$ cat src/logic/bcirq_consts.svh
`ifndef BCIRQ_CONSTS_SVH
`define BCIRQ_CONSTS_SVH

//------------------------------------------------------------
// Register offsets
//------------------------------------------------------------
`define BCIRQ_OFS_PENDING    8'h07
`define BCIRQ_OFS_ENABLE     8'h10
`define BCIRQ_OFS_OUTEN      8'h14
`define BCIRQ_OFS_SYS_STATUS 8'h20
`define BCIRQ_OFS_SYS_MASK   8'h21

//------------------------------------------------------------
// Field positions and reset values
//------------------------------------------------------------
`define BCIRQ_BIT_FRAME_TMR  15
`define BCIRQ_BIT_SEL_MSG    14
`define BCIRQ_BIT_GPQ_WRAP   13
`define BCIRQ_SYS_LOG_WRAP   0
`define BCIRQ_SYS_LOG_DROP   1
`define BCIRQ_SYS_W          2
`define BCIRQ_RST_REG        16'h0000
`define BCIRQ_RST_SYS        2'h0

//------------------------------------------------------------
// Interrupt log ring
//------------------------------------------------------------
`define BCIRQ_LOG_BASE       16'h0180
`define BCIRQ_LOG_WORDS      64

`endif

$ cat src/logic/bcirq_pkg.sv
package bcirq_pkg;
    // Log writer: idle, or second word of an entry still to write
    typedef enum logic {
        BCIRQ_LOG_IDLE   = 1'b0,
        BCIRQ_LOG_SECOND = 1'b1
    } bcirq_log_state_t;
endpackage

$ cat src/logic/bcirq_log_writer.sv
`timescale 1ns/1ps
`include "bcirq_consts.svh"

module bcirq_log_writer
    import bcirq_pkg::*;
#(
    parameter int LOG_WORDS = `BCIRQ_LOG_WORDS
) (
    // Clock and control
    input  wire logic        clock,
    input  wire logic        rst,
    input  wire logic        ce,
    // Entry request
    input  wire logic        start,
    input  wire logic [15:0] iiw,
    input  wire logic [15:0] iaw,
    output logic             busy,
    // RAM write port
    output logic             wr_en,
    output logic [15:0]      wr_addr,
    output logic [15:0]      wr_data,
    // Ring wrapped back to base
    output logic             wrapped
);
    localparam int PW = $clog2(LOG_WORDS);

    bcirq_log_state_t  state_ff;
    logic [PW-1:0]     ptr_ff;
    logic [15:0]       iaw_hold_ff;
    logic              wr_en_ff;
    logic [15:0]       wr_addr_ff;
    logic [15:0]       wr_data_ff;
    logic              wrapped_ff;
    logic              do_write;

    assign busy     = (state_ff == BCIRQ_LOG_SECOND);
    assign do_write = (state_ff == BCIRQ_LOG_IDLE) ? start : 1'b1;
    assign wr_en    = wr_en_ff;
    assign wr_addr  = wr_addr_ff;
    assign wr_data  = wr_data_ff;
    assign wrapped  = wrapped_ff;

    //------------------------------------------------------------
    // Entry sequencing: identification word, then address word
    //------------------------------------------------------------
    always_ff @(posedge clock) begin
        if (rst) begin
            state_ff    <= BCIRQ_LOG_IDLE;
            iaw_hold_ff <= 16'h0000;
        end else if (ce) begin
            unique case (state_ff)
                BCIRQ_LOG_IDLE: begin
                    if (start) begin
                        state_ff    <= BCIRQ_LOG_SECOND;
                        iaw_hold_ff <= iaw;
                    end
                end
                BCIRQ_LOG_SECOND: begin
                    state_ff <= BCIRQ_LOG_IDLE;
                end
            endcase
        end
    end

    // Ring pointer and write port; pointer rolls over after the last word
    always_ff @(posedge clock) begin
        if (rst) begin
            ptr_ff     <= '0;
            wr_en_ff   <= 1'b0;
            wr_addr_ff <= 16'h0000;
            wr_data_ff <= 16'h0000;
            wrapped_ff <= 1'b0;
        end else if (ce) begin
            wr_en_ff   <= do_write;
            wrapped_ff <= busy && (ptr_ff == PW'(LOG_WORDS - 1));
            if (do_write) begin
                wr_addr_ff <= `BCIRQ_LOG_BASE + 16'(ptr_ff);
                wr_data_ff <= busy ? iaw_hold_ff : iiw;
                ptr_ff     <= ptr_ff + 1'b1;
            end
        end
    end

    //------------------------------------------------------------
    // Checks
    //------------------------------------------------------------
    log_pair_a: assert property (
        @(posedge clock) disable iff (rst)
        ce && start && !busy ##1 ce |=> wr_en && wr_data == $past(iaw, 2)
    ) else $error("address word did not follow identification word");

    log_range_a: assert property (
        @(posedge clock) disable iff (rst)
        wr_en |-> wr_addr >= `BCIRQ_LOG_BASE &&
                  wr_addr < `BCIRQ_LOG_BASE + 16'(LOG_WORDS)
    ) else $error("log write outside its ring");
endmodule

$ cat src/logic/bcirq_regs.sv
`timescale 1ns/1ps
`include "bcirq_consts.svh"

module bcirq_regs
    import bcirq_pkg::*;
#(
    parameter int LOG_WORDS = `BCIRQ_LOG_WORDS
) (
    // Clock, reset and clock enable
    input  wire logic        clock,
    input  wire logic        rst,
    input  wire logic        ce,
    // Register port
    input  wire logic [7:0]  reg_addr,
    input  wire logic [15:0] reg_wdata,
    input  wire logic        reg_wr,
    input  wire logic        reg_rd,
    output logic [15:0]      reg_rdata,
    // Controller events, one-cycle pulses
    input  wire logic        frame_timer_expired_evt,
    input  wire logic        selected_message_done_evt,
    input  wire logic        gp_queue_wrap_evt,
    input  wire logic [12:3] other_evt,
    // Message completion and its control/status block address
    input  wire logic        msg_done,
    input  wire logic [15:0] msg_block_addr,
    // Host interrupt and hardware pending summary
    output logic             host_irq_n,
    output logic             controller_summary_flag,
    // Interrupt log RAM write port
    output logic             log_wr_en,
    output logic [15:0]      log_wr_addr,
    output logic [15:0]      log_wr_data,
    // Block status interrupt
    output logic             sys_irq
);
    //------------------------------------------------------------
    // State
    //------------------------------------------------------------
    logic [15:0]            enable_ff;
    logic [15:0]            outen_ff;
    logic [15:0]            pending_ff;
    logic [15:0]            msg_acc_ff;
    logic                   irq_n_ff;
    logic                   summary_ff;
    logic [15:0]            rdata_ff;
    logic [`BCIRQ_SYS_W-1:0] sys_status_ff;
    logic [`BCIRQ_SYS_W-1:0] sys_mask_ff;

    logic [15:0]            evt_raw;
    logic [15:0]            evt_en;
    logic [15:0]            nxt_pending;
    logic [15:0]            nxt_outen;
    logic [15:0]            nxt_msg_acc;
    logic [15:0]            msg_iiw;
    logic                   nxt_irq_active;
    logic                   rd_pending;
    logic                   log_start;
    logic                   log_busy;
    logic                   log_wrapped;
    logic [`BCIRQ_SYS_W-1:0] sys_set;

    // Address match shared by the register writes and the pending read-clear
    function automatic logic hit(input logic [7:0] a, input logic [7:0] o);
        return a == o;
    endfunction

    //------------------------------------------------------------
    // Event gating
    //------------------------------------------------------------
    // Bits 2-0 carry no shared event here, so they never set
    always_comb begin
        evt_raw = 16'h0000;
        evt_raw[`BCIRQ_BIT_FRAME_TMR] = frame_timer_expired_evt;
        evt_raw[`BCIRQ_BIT_SEL_MSG]   = selected_message_done_evt;
        evt_raw[`BCIRQ_BIT_GPQ_WRAP]  = gp_queue_wrap_evt;
        evt_raw[12:3]                 = other_evt;
    end

    // Only the mask at the moment of the event counts; disabled events
    // leave no trace, so a later enable cannot resurrect them
    assign evt_en = evt_raw & enable_ff;

    //------------------------------------------------------------
    // Next values
    //------------------------------------------------------------
    assign rd_pending = reg_rd && hit(reg_addr, `BCIRQ_OFS_PENDING);

    // Read clears, but an event in the same cycle survives the clear
    assign nxt_pending = (rd_pending ? `BCIRQ_RST_REG : pending_ff)
                       | evt_en;

    assign nxt_outen = (reg_wr && hit(reg_addr, `BCIRQ_OFS_OUTEN))
                     ? reg_wdata : outen_ff;

    // Events gathered through one message, including its last cycle
    assign msg_iiw     = msg_acc_ff | evt_en;
    assign nxt_msg_acc = msg_done ? `BCIRQ_RST_REG : msg_iiw;

    // Line goes low only at message completion, then holds while any
    // output-enabled pending bit is still uncleared
    assign nxt_irq_active = (msg_done || !irq_n_ff)
                          && |(nxt_pending & nxt_outen);

    assign log_start = ce && msg_done && |msg_iiw;

    //------------------------------------------------------------
    // Software registers and per-message accumulator
    //------------------------------------------------------------
    // Enable mask
    always_ff @(posedge clock) begin
        if (rst) begin
            enable_ff <= `BCIRQ_RST_REG;
        end else if (ce && reg_wr && hit(reg_addr, `BCIRQ_OFS_ENABLE)) begin
            enable_ff <= reg_wdata;
        end
    end

    // Output enable mask
    always_ff @(posedge clock) begin
        if (rst) begin
            outen_ff <= `BCIRQ_RST_REG;
        end else if (ce) begin
            outen_ff <= nxt_outen;
        end
    end

    // Pending register, read-to-clear; writes have no effect
    always_ff @(posedge clock) begin
        if (rst) begin
            pending_ff <= `BCIRQ_RST_REG;
        end else if (ce) begin
            pending_ff <= nxt_pending;
        end
    end

    // Per-message accumulator
    always_ff @(posedge clock) begin
        if (rst) begin
            msg_acc_ff <= `BCIRQ_RST_REG;
        end else if (ce) begin
            msg_acc_ff <= nxt_msg_acc;
        end
    end

    //------------------------------------------------------------
    // Host interrupt and summary flag
    //------------------------------------------------------------
    // One shared line for all output-enabled events
    always_ff @(posedge clock) begin
        if (rst) begin
            irq_n_ff <= 1'b1;
        end else if (ce) begin
            irq_n_ff <= !nxt_irq_active;
        end
    end

    // Summary follows zero/non-zero state of the pending register
    always_ff @(posedge clock) begin
        if (rst) begin
            summary_ff <= 1'b0;
        end else if (ce) begin
            summary_ff <= |nxt_pending;
        end
    end

    assign host_irq_n              = irq_n_ff;
    assign controller_summary_flag = summary_ff;

    //------------------------------------------------------------
    // Block status: log wrap and dropped entries
    //------------------------------------------------------------
    // A message ending while the writer is still busy loses its entry;
    // messages are far longer than two cycles, so this flags a fault
    assign sys_set[`BCIRQ_SYS_LOG_WRAP] = log_wrapped;
    assign sys_set[`BCIRQ_SYS_LOG_DROP] = log_start && log_busy;

    // Write one to clear; a set in the same cycle wins
    always_ff @(posedge clock) begin
        if (rst) begin
            sys_status_ff <= `BCIRQ_RST_SYS;
        end else if (ce) begin
            if (reg_wr && hit(reg_addr, `BCIRQ_OFS_SYS_STATUS)) begin
                sys_status_ff <= (sys_status_ff
                               & ~reg_wdata[`BCIRQ_SYS_W-1:0]) | sys_set;
            end else begin
                sys_status_ff <= sys_status_ff | sys_set;
            end
        end
    end

    // Status mask
    always_ff @(posedge clock) begin
        if (rst) begin
            sys_mask_ff <= `BCIRQ_RST_SYS;
        end else if (ce && reg_wr && hit(reg_addr, `BCIRQ_OFS_SYS_MASK)) begin
            sys_mask_ff <= reg_wdata[`BCIRQ_SYS_W-1:0];
        end
    end

    assign sys_irq = |(sys_status_ff & sys_mask_ff);

    //------------------------------------------------------------
    // Read data, valid the cycle after the strobe only
    //------------------------------------------------------------
    always_ff @(posedge clock) begin
        if (rst) begin
            rdata_ff <= 16'h0000;
        end else if (ce) begin
            rdata_ff <= 16'h0000;
            if (reg_rd) begin
                unique case (reg_addr)
                    `BCIRQ_OFS_PENDING:    rdata_ff <= pending_ff;
                    `BCIRQ_OFS_ENABLE:     rdata_ff <= enable_ff;
                    `BCIRQ_OFS_OUTEN:      rdata_ff <= outen_ff;
                    `BCIRQ_OFS_SYS_STATUS: rdata_ff <= 16'(sys_status_ff);
                    `BCIRQ_OFS_SYS_MASK:   rdata_ff <= 16'(sys_mask_ff);
                    default:               rdata_ff <= 16'h0000;
                endcase
            end
        end
    end

    assign reg_rdata = rdata_ff;

    //------------------------------------------------------------
    // Interrupt log writer
    //------------------------------------------------------------
    // Entry: identification word (events), then the message block address
    bcirq_log_writer #(
        .LOG_WORDS (LOG_WORDS)
    ) u_log (
        .clock   (clock),
        .rst     (rst),
        .ce      (ce),
        .start   (log_start && !log_busy),
        .iiw     (msg_iiw),
        .iaw     (msg_block_addr),
        .busy    (log_busy),
        .wr_en   (log_wr_en),
        .wr_addr (log_wr_addr),
        .wr_data (log_wr_data),
        .wrapped (log_wrapped)
    );

    //------------------------------------------------------------
    // Checks
    //------------------------------------------------------------
    mask_gate_a: assert property (
        @(posedge clock) disable iff (rst)
        ce && !enable_ff[`BCIRQ_BIT_FRAME_TMR]
           && !pending_ff[`BCIRQ_BIT_FRAME_TMR]
        |=> !pending_ff[`BCIRQ_BIT_FRAME_TMR]
    ) else $error("disabled frame timer event was recorded");

    pend_set_a: assert property (
        @(posedge clock) disable iff (rst)
        ce && |evt_en |=> (pending_ff & $past(evt_en)) == $past(evt_en)
    ) else $error("enabled event did not set its pending bit");

    rd_clear_a: assert property (
        @(posedge clock) disable iff (rst)
        ce && rd_pending && evt_en == 16'h0000
        |=> pending_ff == 16'h0000 && reg_rdata == $past(pending_ff)
    ) else $error("pending read did not return and clear");

    summary_flag_a: assert property (
        @(posedge clock) disable iff (rst)
        ce && |evt_en |=> controller_summary_flag
    ) else $error("summary flag missing after pending set");

    irq_at_done_a: assert property (
        @(posedge clock) disable iff (rst)
        ce && msg_done && |(nxt_pending & nxt_outen) |=> !host_irq_n
    ) else $error("interrupt not raised at message completion");

    irq_early_a: assert property (
        @(posedge clock) disable iff (rst)
        ce && host_irq_n && !msg_done |=> host_irq_n
    ) else $error("interrupt raised before message completion");

    irq_cause_a: assert property (
        @(posedge clock) disable iff (rst)
        !host_irq_n |-> |(pending_ff & outen_ff)
    ) else $error("interrupt low without an output-enabled pending bit");

    irq_release_a: assert property (
        @(posedge clock) disable iff (rst)
        ce && rd_pending && evt_en == 16'h0000 |=> host_irq_n
    ) else $error("interrupt held after pending register was read");

    log_entry_a: assert property (
        @(posedge clock) disable iff (rst)
        log_start && !log_busy
        |=> log_wr_en && log_wr_data == $past(msg_iiw)
    ) else $error("log entry missing at message completion");

    // Events of the completing cycle belong to the ending message, so
    // the accumulator starts the next message empty
    acc_report_a: assert property (
        @(posedge clock) disable iff (rst)
        ce && msg_done |=> msg_acc_ff == 16'h0000
    ) else $error("message accumulator not restarted");

    sys_irq_a: assert property (
        @(posedge clock) disable iff (rst)
        ce && log_wrapped && sys_mask_ff[`BCIRQ_SYS_LOG_WRAP] && !reg_wr
        |=> sys_irq
    ) else $error("log wrap did not raise block interrupt");
endmodule

$ cat config.mk
export PLATFORM = sky130hd
export DESIGN_NAME = bcirq_regs
export DESIGN_NICKNAME = d
export VERILOG_FILES = /design/src/logic/bcirq_pkg.sv /design/src/logic/bcirq_log_writer.sv /design/src/logic/bcirq_regs.sv
export VERILOG_INCLUDE_DIRS = /design/src /design/src/logic
export SDC_FILE = /design/constraint.sdc
export NUM_CORES = 1
export LEC_CHECK = 0
export BUFFER_PORTS_ARGS = -buffer_cell sky130_fd_sc_hd__buf_2
export CAP_MARGIN = 25
export CORE_MARGIN = 5
export CORE_UTILIZATION = 55
export CTS_BUF_LIST = sky130_fd_sc_hd__clkbuf_2 sky130_fd_sc_hd__clkbuf_4 sky130_fd_sc_hd__clkbuf_8
export CTS_CLUSTER_SIZE = 25
export DETAILED_ROUTE_END_ITERATION = 12
export GPL_ROUTABILITY_DRIVEN = 0
export GPL_TIMING_DRIVEN = 0
export PLACE_DENSITY = 0.8
export SLEW_MARGIN = 20
export SYNTH_ARGS = -nofsm -noshare
export SYNTH_HDL_FRONTEND = slang
export SYNTH_HIERARCHICAL = 1
export SYNTH_SLANG_ARGS = --single-unit
$ cat constraint.sdc
create_clock -name clock -period 7.1 [get_ports clock]
set_input_delay 1.42 -clock clock [delete_from_list [all_inputs] [get_ports clock]]
set_output_delay 1.42 -clock clock [all_outputs]
set_load 0.005 [all_outputs]
==> results.ini <==
[worst_setup_path]
arrival_ps=3820
critical_path_class=input pin to register
critPathRequiredTime_ps=7420
cp-end-kind=register
rr_worst_depth=10
critPathMaxFanout=10
path_cells=buf_2 > nor4b_2 > and2_1 > clkbuf_1 > nand3_1 > clkbuf_1 > mux2i_1 > nor2_1
cp-start-kind=input pin
max_stage_delay_ps=480
worst_path_max_delay_cell=clkbuf_1
path_common_cell=clkbuf_1

[clocking]
cts_hold_buf=0
root_buffer=clkbuf_8
htree_levels=4
numCtsBuffers=17
cts_setup_buffers=0
insertion_delay_ps=440
clkSinkCount=131
cts-resized-gates=0
clockBufferDepth=2
clkTransAtPathRegs_ps=80
cts_tree=yes

[timing]
timing.fmax_mhz=286
finalCritPeriodShare_pct=49.3
rsz0062_at_grt=no
max_slew_margin_pct=35.8
hold_viol=0
worst_slew_pin_slew_ps=950
clock_skew_ps=11.7
post-route-min-period_ps=3500
finalMaxSlewViolations=0
final.setup.tns_ps=0
finalSetupViolations=0

[place]
io_buffers=100
dp_hpwl_mm=12.3

[run_status]
status=completed

[global_route]
grt_use_met2_pct=44.5
grt_pass1_wl_mm=26.8
gr-max-usage-layer=met2
antenna_found_initial=0
grt_max_degree=17
grt.overflow.total=0
grt_use_total_pct=26.5
grt_util_met3_pct=6.58
grtUsageMet1_pct=33.1
grt_pass1_vias=5321

[floorplanning]
coreArea_sq_mm=0.0102
num_rows=37
io-pin-count=111
initial_core_util_pct=55.8
fp.dieH_microns=112
die_w_microns=112
die_area_sq_mm=0.0125

[finish]
fillers=842
nets=839
diodes=0
synthToLayoutAreaGrowth_pct=20.2
drive_gt1_share_pct=20.5
regArea_sq_mm=0.00262
multiInputGateArea_sq_mm=0.00283

[synthesis]
synth.distinct_cells=57
ys_ff_latch=131
synth_common_cells=dfxtp_1 (131), nor2_1 (117), nand2_1 (72), mux2i_1 (65), a21oi_1 (46)
synth_edf_count=0
ys_warn_count=6
syn_area_sq_mm=0.00571
ys_top_cells_by_area=dfxtp_1 (46%), mux2i_1 (11%), nor2_1 (7.7%), nand2_1 (4.7%), a21oi_1 (4.0%)
ys_seq_area_share_pct=45.9
synth-main-ff-cell=dfxtp_1
synth_area_leader_cell=dfxtp_1
post_synth.cell_area_avg_sq_um=8.77
synthMostInstantiatedCell=dfxtp_1
async_reset_ff_share_pct=0
synth_cells=651
yosys.area.top_type_share_pct=45.9

[detailed_routing]
num_vias=5454
first_iter_violations=701
wirelength_mm=16.8
wl_per_cell_microns=18.1
firstDrtPassIters=7
viasPerCell=5.88
ant_nets=0
drc=0

[power_and_ir_drop]
p_sw_share_pct=23.6
powerDensity_mw_per_mm2=220
p_seq_share_pct=48.7
finalPower_uw=1510
total_leakage_power_uw=0.00291
ir_drop_mv=0.148
p_comb_share_pct=4.3
pwr-share-clk_pct=47.0
p_sw_uw=356
p_int_uw=1150

[flow_run]
cap_violations=0

[min_path]
hp-class=register to register
whs_path_depth=2

-- cell families after synthesis --
| logic type | share of synthesized area, % |
|---|---|
| adders and majority gates | 0.219 |
| other | 0.132 |
| xor gates and xnor gates | 0.307 |
| and+or+nand+nor | 19.2 |
| muxes | 11.8 |
| buffers and inverters | 5.08 |
| AOI/OAI and AO/OA | 17.4 |
| DFF | 45.9 |
-- sequential cells by signal, summed over array words and instances, names as in the netlist, 6 cells and up --
register	cells
enable_ff	16
u_log/wr_data	16
u_log/ptr_ff	6
msg_acc_ff	13
pending_ff	16
outen_ff	16
u_log/iaw_hold_ff	16
reg_rdata	16
u_log/wr_addr	7
-- critical path, delay by kind of cell --
family	cells	cell delay (ps)
simple gates	4	1070
buf+inv	3	1030
mux	1	290
-- power groups by stage --
stage / sequential [uW] / combinational [uW] / clock [uW]
floorplan: 753 / 29.1 / 0
global placement: 753 / 61.5 / 0
detailed placement: 753 / 63.0 / 0
CTS: 736 / 63.2 / 709
global route: 736 / 69.7 / 750
finish: 736 / 64.7 / 710
-- metrics by stage --
| step | hold slack, ps | worst slack [ps] | area, sq um | util, % | cells |
|---|---|---|---|---|---|
| floorplan | 428 | 3630 | 5740 | - | 660 |
| global placement | 441 | 3290 | 6410 | 62.7 | 896 |
| detailed placement | 448 | 3250 | 6410 | 62.7 | 896 |
| CTS | 459 | 3640 | 6860 | 67.1 | 928 |
| global route | 475 | 3390 | 6860 | 67.1 | 928 |
| finish | 458 | 3600 | 6860 | 67.1 | 928 |
-- layout by cell type (no fill, tap or decap), types with 2 or more instances in the layout --
master        n
a211oi_1     17
a21boi_1      7
a21o_1        3
a21oi_1      46
a222oi_1     14
a22o_1        2
a22oi_1       7
a2bb2oi_1    10
a31oi_1      15
a32oi_1       3
and2_1        2
and3_1        2
and3b_1       4
buf_1         2
buf_2       113
buf_4        10
buf_6         3
bufinv_16     4
clkbuf_1     26
clkbuf_8     18
clkinv_4      5
clkinvlp_4    2
conb_1       11
dfxtp_1     131
inv_1         2
inv_6         2
mux2i_1      65
nand2_1      72
nand2b_1     11
nand3_1       9
nand4_1       4
nor2_1      117
nor2b_1       3
nor3_1        4
nor4_1        6
o21ai_0       3
o22ai_1       5
o31ai_1       2
or3_1         4
or4_1         3
-- final cells by class --
cell class | count | share of cell area (%)
Buffer | 54 | 4.06
Clock buffer | 18 | 3.61
Clock inverter | 14 | 2.93
Inverter | 3 | 0.164
Multi-Input combinational cell | 472 | 41.3
Sequential cell | 131 | 38.2
Tap cell | 136 | 2.48
Timing Repair Buffer | 100 | 7.29
-- routing by layer --
layer / up-vias / routed length [microns]
met5: - / 0
met4: 0 / 379
met3: 37 / 1470
met2: 314 / 8310
met1: 2533 / 6670
li1: 2570 / -
-- path summary, 6_finish.rpt --
check                                startpoint                       endpoint  slack (ps)
hold reg to reg   u_log/wr_addr[0]$_SDFFE_PP0P_  u_log/wr_addr[0]$_SDFFE_PP0P_         460
setup / recovery                    reg_addr[0]       outen_ff[7]$_SDFFE_PP0P_        3600
setup reg to reg      enable_ff[9]$_SDFFE_PP0P_  u_log/wr_data[6]$_SDFFE_PP0P_        4610
hold / removal    u_log/wr_addr[0]$_SDFFE_PP0P_  u_log/wr_addr[0]$_SDFFE_PP0P_         460
No activity file was read; power rests on OpenSTA's default activity.
